### config.mk
export PLATFORM = sky130hd
export DESIGN_NAME = spfsc_host
export DESIGN_NICKNAME = d
export VERILOG_FILES = /design/src/hdl/spfsc_pkg.sv /design/src/hdl/spfsc_sync.sv /design/src/hdl/spfsc_host.sv
export SDC_FILE = /design/constraint.sdc
export NUM_CORES = 1
export LEC_CHECK = 0
export BUFFER_PORTS_ARGS = -buffer_cell sky130_fd_sc_hd__buf_2
export CORE_MARGIN = 8
export CORE_UTILIZATION = 35
export DETAILED_ROUTE_END_ITERATION = 12
export GPL_ROUTABILITY_DRIVEN = 0
export PLACE_DENSITY = 0.52
export SYNTH_ARGS = -nofsm -noshare
export SYNTH_HDL_FRONTEND = slang
export SYNTH_SLANG_ARGS = --single-unit
### constraint.sdc
create_clock -name REF_CLK -period 3.75 [get_ports REF_CLK]
set_input_delay 0.1875 -clock REF_CLK [delete_from_list [all_inputs] [get_ports REF_CLK]]
set_output_delay 0.1875 -clock REF_CLK [all_outputs]
set_load 0.01 [all_outputs]
### src/hdl/spfsc_pkg.sv
package spfsc_pkg;

  // command opcodes issued to the flash
  localparam logic [7:0] OP_RD_SR1  = 8'h05;
  localparam logic [7:0] OP_RD_SR2  = 8'h35;
  localparam logic [7:0] OP_RD_SR3  = 8'h15;
  localparam logic [7:0] OP_RD_SRX  = 8'h65;
  localparam logic [7:0] OP_WR_SR1  = 8'h01;
  localparam logic [7:0] OP_WR_SR2  = 8'h31;
  localparam logic [7:0] OP_WR_SR3  = 8'h11;
  localparam logic [7:0] OP_WR_SRX  = 8'h71;
  localparam logic [7:0] OP_RESUME  = 8'hAB;

  // frame layout figures
  localparam int          BYTE_BITS    = 8;
  localparam int          NUM_SR       = 5;
  localparam logic [7:0]  DUMMY_BYTE   = 8'h00;
  localparam int          SCK_HALF_DEF = 4;   // refclk cycles per sck half period
  localparam int          SCK_HALF_MIN = 4;   // covers the two-flop input delay

  // controller register offsets (byte addresses, 32-bit words)
  localparam logic [5:0]  OFF_CMD    = 6'h00;
  localparam logic [5:0]  OFF_ADDR   = 6'h04;
  localparam logic [5:0]  OFF_WDATA  = 6'h08;
  localparam logic [5:0]  OFF_RCOUNT = 6'h0C;
  localparam logic [5:0]  OFF_RBUF0  = 6'h10;
  localparam logic [5:0]  OFF_STATUS = 6'h24;

  // field positions
  localparam int          CMD_GO_BIT   = 8;
  localparam int          ST_BUSY_BIT  = 0;
  localparam int          ST_DONE_BIT  = 1;
  localparam int          ST_REJ_BIT   = 2;

  // reset values
  localparam logic [7:0]  ADDR_RST   = 8'h01;
  localparam logic [7:0]  WDATA_RST  = 8'h00;
  localparam logic [2:0]  RCOUNT_RST = 3'h1;

  typedef enum logic [4:0] {
    SPFSC_IDLE  = 5'b00001,
    SPFSC_LEAD  = 5'b00010,
    SPFSC_SHIFT = 5'b00100,
    SPFSC_TRAIL = 5'b01000,
    SPFSC_GAP   = 5'b10000
  } spfsc_state_t;

endpackage : spfsc_pkg

### src/hdl/spfsc_sync.sv
`timescale 1ns/1ps
// two-flop synchroniser for levels arriving from pins
module spfsc_sync #(
  parameter int W = 1
) (
  input  wire logic         REF_CLK,
  input  wire logic         RST,
  input  wire logic [W-1:0] D,
  output logic      [W-1:0] Q
);

  // a zero-width synchroniser would leave its output undriven
  if (W < 1) begin : g_bad_w
    $error("W must be at least one");
  end

  logic [W-1:0] meta_reg;
  logic [W-1:0] sync_reg;

  // first stage feeds only the second stage
  always_ff @(posedge REF_CLK) begin
    if (RST) begin
      meta_reg <= '0;
      sync_reg <= '0;
    end else begin
      meta_reg <= D;
      sync_reg <= meta_reg;
    end
  end

  assign Q = sync_reg;

endmodule : spfsc_sync

### src/hdl/spfsc_host.sv
// The register offsets and strobed register access are this design's own decisions.
`timescale 1ns/1ps
// Notes on behaviour
// - the lane pattern is opcode-address-data; every command sent here is 1-0-1, 1-1-1 or 1-0-0.
// - opcode 05h is sent alone and one byte is then read back.
// - opcode 35h is sent alone and one byte is read back over eight clocks.
// - opcode 15h is sent alone and one byte is read back over eight clocks.
// - opcode 65h is followed by one address byte and one dummy byte, then as many bytes as the count asks for, one to five, are read.
// - register five is read through 65h too, the address byte choosing the register.
// - opcode 01h is followed directly by one data byte, with no address.
// - opcode 31h is followed directly by one data byte.
// - opcode 11h is followed directly by one data byte.
// - opcode 71h is followed by one address byte and then one data byte, no dummy.
// - register five is written through 71h too, the address byte choosing the register.
// - opcode ABh is sent alone to wake the flash from its deepest power-down.
// - each frame begins with chip select low and an eight-bit opcode, all bytes MSB first.
module spfsc_host
  import spfsc_pkg::*;
#(
  parameter int SCK_HALF = spfsc_pkg::SCK_HALF_DEF
) (
  input  wire logic        REF_CLK,
  input  wire logic        RST,
  input  wire logic [5:0]  ADDR,
  input  wire logic [31:0] WDATA,
  input  wire logic        WR,
  input  wire logic        RD,
  output logic      [31:0] RDATA,
  output logic             BUSY,
  output logic             SPI_CS_N,
  output logic             SPI_SCK,
  output logic             SPI_MOSI,
  input  wire logic        SPI_MISO
);

  import spfsc_pkg::*;

  // refuse divider settings that leave no room for the input synchroniser
  if (SCK_HALF < SCK_HALF_MIN || SCK_HALF > 255) begin : g_bad_half
    $error("SCK_HALF out of range");
  end

  // the frame length and read-back offsets live in 7-bit counters, and the
  // byte index of the read buffer in three bits; longer frames would wrap
  if ((3 + NUM_SR) * BYTE_BITS > 127 || NUM_SR > 7) begin : g_bad_len
    $error("frame too long for the bit counters");
  end

  localparam logic [7:0] HALF_LAST = 8'(SCK_HALF - 1);

  // sequencer and shift path
  spfsc_state_t state_reg;
  logic [7:0]   hc_reg;          // half-period counter
  logic         phase_reg;       // 0 while sck low, 1 while sck high
  logic [6:0]   bit_reg;         // index of the bit on the wire
  logic [6:0]   total_reg;       // bits in this frame
  logic [6:0]   rxs_reg;         // first bit of the read-back phase
  logic [23:0]  tx_reg;          // outgoing bytes, msb on the wire
  logic [7:0]   rx_reg;
  logic [7:0]   rbuf_reg [NUM_SR];

  // pin and software-facing state
  logic         cs_n_reg;
  logic         sck_reg;
  logic [7:0]   op_reg;
  logic [7:0]   adr_reg;
  logic [7:0]   wd_reg;
  logic [2:0]   cnt_reg;
  logic         done_reg;
  logic         rej_reg;
  logic [31:0]  rdata_reg;
  logic         miso_s;

  // decode and read-back helpers
  logic         cmd_wr;
  logic         launch;
  logic         refuse;
  logic [6:0]   fmt;
  logic [2:0]   rd_bytes;
  logic         half_end;
  logic [7:0]   rx_next;
  logic [6:0]   rx_off;
  logic [2:0]   rb_idx;
  logic [3:0]   rd_word;

  // the read-back line is a pin: two flops before any logic sees it
  // their two cycles of delay are why a half period is at least four clocks
  spfsc_sync #(
    .W (1)
  ) u_miso_sync (
    .REF_CLK (REF_CLK),
    .RST     (RST),
    .D       (SPI_MISO),
    .Q       (miso_s)
  );

  // frame shape per opcode: {known, addr byte, dummy byte, write byte, read bytes}
  // a 65h frame reads back as many registers as the count asks for
  function automatic logic [6:0] cmd_format(input logic [7:0] op, input logic [2:0] cnt);
    logic [6:0] f;
    f = 7'h00;
    case (op)
      OP_RD_SR1: f = {1'b1, 1'b0, 1'b0, 1'b0, 3'h1};
      OP_RD_SR2: f = {1'b1, 1'b0, 1'b0, 1'b0, 3'h1};
      OP_RD_SR3: f = {1'b1, 1'b0, 1'b0, 1'b0, 3'h1};
      OP_RD_SRX: f = {1'b1, 1'b1, 1'b1, 1'b0, cnt};
      OP_WR_SR1: f = {1'b1, 1'b0, 1'b0, 1'b1, 3'h0};
      OP_WR_SR2: f = {1'b1, 1'b0, 1'b0, 1'b1, 3'h0};
      OP_WR_SR3: f = {1'b1, 1'b0, 1'b0, 1'b1, 3'h0};
      OP_WR_SRX: f = {1'b1, 1'b1, 1'b0, 1'b1, 3'h0};
      OP_RESUME: f = {1'b1, 1'b0, 1'b0, 1'b0, 3'h0};
      default:   f = 7'h00;
    endcase
    return f;
  endfunction : cmd_format

  // command decode; unknown opcodes never reach the pins, so the flash
  // never has to sit out a frame it cannot parse
  // a go bit of zero makes this a plain write that starts nothing
  assign cmd_wr   = WR && (ADDR == OFF_CMD) && WDATA[CMD_GO_BIT];
  assign fmt      = cmd_format(WDATA[7:0], cnt_reg);
  assign launch   = cmd_wr && (state_reg == SPFSC_IDLE) && fmt[6];
  assign refuse   = cmd_wr && !launch;
  assign rd_bytes = fmt[2:0];
  assign half_end = (hc_reg == HALF_LAST);

  // read-back bookkeeping
  assign rx_next  = {rx_reg[6:0], miso_s};
  assign rx_off   = bit_reg - rxs_reg;
  assign rb_idx   = rx_off[5:3];

  // software-facing settings
  always_ff @(posedge REF_CLK) begin
    if (RST) begin
      op_reg  <= 8'h00;
      adr_reg <= ADDR_RST;
      wd_reg  <= WDATA_RST;
      cnt_reg <= RCOUNT_RST;
    end else if (WR && state_reg == SPFSC_IDLE) begin
      // settings are frozen while a frame runs, so the frame stays coherent
      case (ADDR)
        OFF_ADDR:   adr_reg <= WDATA[7:0];
        OFF_WDATA:  wd_reg  <= WDATA[7:0];
        OFF_RCOUNT: begin
          // one to five registers per 65h frame; out-of-range counts clamp
          // clamping instead of refusing keeps every byte inside the buffer
          if (WDATA[2:0] == 3'h0) begin
            cnt_reg <= 3'h1;
          end else if (WDATA[2:0] > 3'(NUM_SR)) begin
            cnt_reg <= 3'(NUM_SR);
          end else begin
            cnt_reg <= WDATA[2:0];
          end
        end
        OFF_CMD: begin
          if (launch) begin
            op_reg <= WDATA[7:0];
          end
        end
        default: ;
      endcase
    end
  end

  // frame sequencer: chip select, clock phases and bit position
  always_ff @(posedge REF_CLK) begin
    if (RST) begin
      state_reg <= SPFSC_IDLE;
      hc_reg    <= 8'h00;
      phase_reg <= 1'b0;
      bit_reg   <= 7'h00;
      cs_n_reg  <= 1'b1;
      sck_reg   <= 1'b0;
    end else begin
      case (state_reg)
        SPFSC_IDLE: begin
          hc_reg    <= 8'h00;
          phase_reg <= 1'b0;
          bit_reg   <= 7'h00;
          sck_reg   <= 1'b0;
          if (launch) begin
            cs_n_reg  <= 1'b0;
            state_reg <= SPFSC_LEAD;
          end
        end
        SPFSC_LEAD: begin
          // one half period of setup before the first rising edge
          // the low half of bit 0 follows, so sck first rises 2H after select
          hc_reg <= half_end ? 8'h00 : hc_reg + 8'h01;
          if (half_end) begin
            state_reg <= SPFSC_SHIFT;
          end
        end
        SPFSC_SHIFT: begin
          hc_reg <= half_end ? 8'h00 : hc_reg + 8'h01;
          if (half_end) begin
            if (!phase_reg) begin
              sck_reg   <= 1'b1;         // rising edge: flash samples mosi
              phase_reg <= 1'b1;
            end else begin
              sck_reg   <= 1'b0;         // falling edge: next bit goes out
              phase_reg <= 1'b0;
              // the last fall ends the frame and leaves the bit index in range
              if (bit_reg == total_reg - 7'h01) begin
                state_reg <= SPFSC_TRAIL;
              end else begin
                bit_reg <= bit_reg + 7'h01;
              end
            end
          end
        end
        SPFSC_TRAIL: begin
          // frames always run to the last bit; no partial frame is ever cut
          hc_reg <= half_end ? 8'h00 : hc_reg + 8'h01;
          if (half_end) begin
            cs_n_reg  <= 1'b1;
            state_reg <= SPFSC_GAP;
          end
        end
        SPFSC_GAP: begin
          // deselect time so the flash sees a clean frame boundary
          hc_reg <= half_end ? 8'h00 : hc_reg + 8'h01;
          if (half_end) begin
            state_reg <= SPFSC_IDLE;
          end
        end
        default: begin
          state_reg <= SPFSC_IDLE;
          cs_n_reg  <= 1'b1;
          sck_reg   <= 1'b0;
        end
      endcase
    end
  end

  // frame length and byte order, fixed at launch
  always_ff @(posedge REF_CLK) begin
    if (RST) begin
      total_reg <= 7'h00;
      rxs_reg   <= 7'h00;
      tx_reg    <= 24'h000000;
    end else if (launch) begin
      total_reg <= 7'((7'h01 + 7'(fmt[5]) + 7'(fmt[4]) + 7'(fmt[3]) + 7'(rd_bytes))
                      * 7'(BYTE_BITS));
      // write frames read nothing back, so their start lies past the last bit
      rxs_reg   <= 7'((7'h01 + 7'(fmt[5]) + 7'(fmt[4]) + 7'(fmt[3]))
                      * 7'(BYTE_BITS));
      // opcode first, then address or data, then dummy or data
      if (fmt[5] && fmt[3]) begin
        tx_reg <= {WDATA[7:0], adr_reg, wd_reg};
      end else if (fmt[5]) begin
        tx_reg <= {WDATA[7:0], adr_reg, DUMMY_BYTE};
      end else if (fmt[3]) begin
        tx_reg <= {WDATA[7:0], wd_reg, DUMMY_BYTE};
      end else begin
        tx_reg <= {WDATA[7:0], 16'h0000};
      end
    end else if (state_reg == SPFSC_SHIFT && half_end && phase_reg) begin
      tx_reg <= {tx_reg[22:0], 1'b0};
    end
  end

  // read-back: sample late in the high half, past the synchroniser delay,
  // and only once the flash is in its data phase
  always_ff @(posedge REF_CLK) begin
    if (RST) begin
      rx_reg <= 8'h00;
      for (int i = 0; i < NUM_SR; i++) begin
        rbuf_reg[i] <= 8'h00;
      end
    end else if (state_reg == SPFSC_SHIFT && half_end && phase_reg
                 && bit_reg >= rxs_reg) begin
      rx_reg <= rx_next;
      // a byte cut short never reaches the buffer
      if (rx_off[2:0] == 3'h7) begin
        rbuf_reg[rb_idx] <= rx_next;
      end
    end
  end

  // done is set at frame end and cleared by writing one; set wins
  // software polls done rather than busy, so a short frame is never missed
  always_ff @(posedge REF_CLK) begin
    if (RST) begin
      done_reg <= 1'b0;
    end else if (state_reg == SPFSC_GAP && half_end) begin
      done_reg <= 1'b1;
    end else if (WR && ADDR == OFF_STATUS && WDATA[ST_DONE_BIT]) begin
      done_reg <= 1'b0;
    end
  end

  // reject flags a go while busy or with an opcode this block cannot frame
  // a refused go leaves every setting and the pins as they were
  always_ff @(posedge REF_CLK) begin
    if (RST) begin
      rej_reg <= 1'b0;
    end else if (refuse) begin
      rej_reg <= 1'b1;
    end else if (WR && ADDR == OFF_STATUS && WDATA[ST_REJ_BIT]) begin
      rej_reg <= 1'b0;
    end
  end

  // register read port: data stand the cycle after the strobe
  assign rd_word = ADDR[5:2] - OFF_RBUF0[5:2];
  always_ff @(posedge REF_CLK) begin
    if (RST) begin
      rdata_reg <= 32'h00000000;
    end else if (RD) begin
      case (ADDR)
        OFF_CMD:    rdata_reg <= {24'h000000, op_reg};
        OFF_ADDR:   rdata_reg <= {24'h000000, adr_reg};
        OFF_WDATA:  rdata_reg <= {24'h000000, wd_reg};
        OFF_RCOUNT: rdata_reg <= {29'h00000000, cnt_reg};
        OFF_STATUS: rdata_reg <= {29'h00000000, rej_reg, done_reg,
                                  state_reg != SPFSC_IDLE};
        default: begin
          // read buffer words; anything else unmapped reads zero
          if (ADDR[1:0] == 2'h0 && ADDR >= OFF_RBUF0
              && rd_word < 4'(NUM_SR)) begin
            rdata_reg <= {24'h000000, rbuf_reg[rd_word[2:0]]};
          end else begin
            rdata_reg <= 32'h00000000;
          end
        end
      endcase
    end else begin
      // idle cycles read zero, so a stale word is never taken for data
      rdata_reg <= 32'h00000000;
    end
  end

  // select and clock come straight from flops; mosi is tx_reg[23] forced low while idle
  // mosi parks low between frames; a deselected flash ignores it
  assign SPI_CS_N = cs_n_reg;
  assign SPI_SCK  = sck_reg;
  assign SPI_MOSI = (state_reg == SPFSC_IDLE) ? 1'b0 : tx_reg[23];
  assign RDATA    = rdata_reg;
  assign BUSY     = (state_reg != SPFSC_IDLE);

endmodule : spfsc_host

==> summary.txt <==
Outcome: completed
Worst VDD drop: 0.211 mV
Hold path cells: 2
Core ar.: 22,700 um2
Tot GR Track Use: 13.6%
Number of I/O port buffers: 31
Chip height: 168 um
Worst skew pair latency: 0.44 ns
Primary FF master, synth: dfxtp_1
Util after Layout: 40.4%
Minimum clock period: 2.76 ns
Crit path buffers/inverters: 2
Largest register FFs: 64
Root Buffer: clkbuf_16
Crit-path leading delay family: simple AND/OR/NAND/NOR gates
Final period utilization: 73.6%
Ys async rst share: 0%
Ports: 79
Num CTS Buffers: 17
Vias: 5,670
Nets@finish: 871
Synth unique cells: 68
First-pass GRT wire length: 30.3 mm
Worst setup EP type: flip-flop
Crit Path Max Fanout: 9
Post-route setup TNS: 0 ns
CTS clk-pin slew, worst paths: 0.08 ns
Row cnt: 55
ANT nets after route: 0
Clock sink count: 164
Avg Cell Area, Syn: 10.4 um2
Register bit total from synthesis: 164
Critical path arrival: 2.85 ns
Initial core utilization: 35.7%
Crit Reg-Reg Startpoint: bit_reg[3]$_SDFFE_PP0P_
R2r setup slk: 0.99 ns
Number of max-cap violations: 0
Pwr per Cell Area: 422 nW/um2
Share of layout cells above drive strength 1: 16.8%
Setup Fix Bufs, Post-CTS: 0
Seq/Total Area, Yosys: 48.4%
Crit start category: flip-flop
Initial antenna violation count: 0
Static leakage: 0.00330 uW
CP cell instances: inv_1 > ha_1 > and4b_1 > o21ai_1 > a211oi_4 > nand2_4 > nor4_4 > buf_4 > or2_1
Hold path startpoint: WDATA[0]
Grt ovf: 0
Max stage delay cell, worst path: ha_1
Yosys top cell by area: dfxtp_1
Largest net degree at the start of global routing: 76
Worst-case clock buffer depth: 2
Initial drt markers: 313
Crit-path max cell delay: 0.43 ns
Max transition margin: 32.5%
CTS tree: done
Yosys Warn Count: 0
Worst Hold Class: primary input to flip-flop
Count leader, synth: dfxtp_1
Total wire length: 19.3 mm
Fmax: 362 MHz
Final HPWL DP: 13.2 mm
Syn Inst Count: 780
Final Skew: 0.0211 ns
Slew Limit Fails: 0
Share of the synthesized area in the top cell type: 24.7%
R2R cell count: 9
Vias per cell: 5.13
Die ar.: 28,300 um2
Fin. Hold Viols: 0
H-Tree Depth: 4
Unrepaired setup endpoints after global routing: no
Vias in the first global route: 5,492
Top post-synthesis cells by count: 100 x dfxtp_1, 69 x nand2_1, 64 x edfxtp_1, 61 x nor2_1, 54 x a21oi_1
# DRC: 0
Post-Syn Area: 8110 um2
Top post-synthesis cells by area: dfxtp_1 25%, edfxtp_1 24%, mux4_2 5.3%
Die width: 168 um
Kind of critical path: flip-flop to flip-flop
WL/cell: 17.5 um
Final setup fails: 0
Fillcell total: 2,267
Worst-Margin Slew: 1.01 ns
Worst Hold End: adr_reg[0]$_SDFFE_PP1P_
Critical Path RT: 3.84 ns
# diodes: 0
Post-synth EDFFs: 64
DR pass1 iterations: 5
R2R Path End: rbuf_reg[1][6]$_SDFFCE_PN0P_
Synth-to-Final Area Change: 13.0%
-- worst max-delay path by stage --
stage                            startpoint  cells past startpoint                            to
global placement                   WDATA[1]                     13     total_reg[4]$_SDFFE_PP0N_
detailed placement                 WDATA[1]                     13     total_reg[4]$_SDFFE_PP0N_
floorplan                          WDATA[1]                     10     total_reg[4]$_SDFFE_PP0N_
finish              bit_reg[3]$_SDFFE_PP0P_                      9  rbuf_reg[1][6]$_SDFFCE_PN0P_
CTS                 bit_reg[3]$_SDFFE_PP0P_                      9  rbuf_reg[1][6]$_SDFFCE_PN0P_
global route        bit_reg[3]$_SDFFE_PP0P_                      9  rbuf_reg[1][2]$_SDFFCE_PN0P_
-- what timing repair did --
| action | CTS | global route |
|---|---|---|
| hold buffers | 1 | 0 |
| endpoints found under the hold margin | 1 | 0 |
| resized for setup | 0 | 0 |
-- cells in the final DEF (no fill, tap or decap), drive strengths merged, types with 14 or more instances in the layout --
cell type	Yosys	routed
conb	1	24
nor2b	18	18
mux4	19	19
a311oi	14	14
buf	46	57
dfxtp	100	100
nand2	70	70
ha	19	19
inv	19	25
nand3	29	29
clkbuf	27	17
mux2i	38	38
o21ai	15	15
a21oi	55	55
edfxtp	64	64
nor2	62	62
and2	46	46
-- layout make-up --
type	instances	area (um2)	share of cell area, %
clock buffer	17	425	4.64
multi-input combinational	545	3810	41.6
timing repair buffer	58	363	3.96
tap	285	357	3.89
clock inverter	15	208	2.27
sequential	164	3920	42.8
inverter	21	78.8	0.860
-- per-layer routing --
layer  track usage, %  vias up  part of all wire [%]
li1                 -     2796                     -
met4             3.11        0                  0.80
met1             19.1     2759                    51
met5                0        -                     0
met2             21.0      100                    44
met3             3.06       15                   4.3
-- kinds of logic after synthesis --
logic type | synth area share [%]
xor+xnor | 1.62
other cells | 0.0462
flops | 48.4
mux | 10.9
buf+inv | 5.80
simple gates | 20.0
fa+ha+maj | 3.42
compound gates | 9.81
-- through the flow --
step	hold slack (ns)	total power [uW]	instance area, um2	worst slack (ns)	cells
floorplan	0.305	2040	8200	0.765	803
global placement	0.402	2070	8520	0.760	1072
detailed placement	0.405	2070	8520	0.757	1072
global route	0.0408	3980	9170	0.768	1105
CTS	0.0135	3900	9170	0.968	1105
finish	0.0303	3870	9170	0.988	1105
-- report_power, final --
group	total, uW	switching, uW	internal [uW]
Clock	1830	862	972
Combinational	159	101	57.5
Sequential	1870	7.86	1860
(Power assumes the default switching activity.)
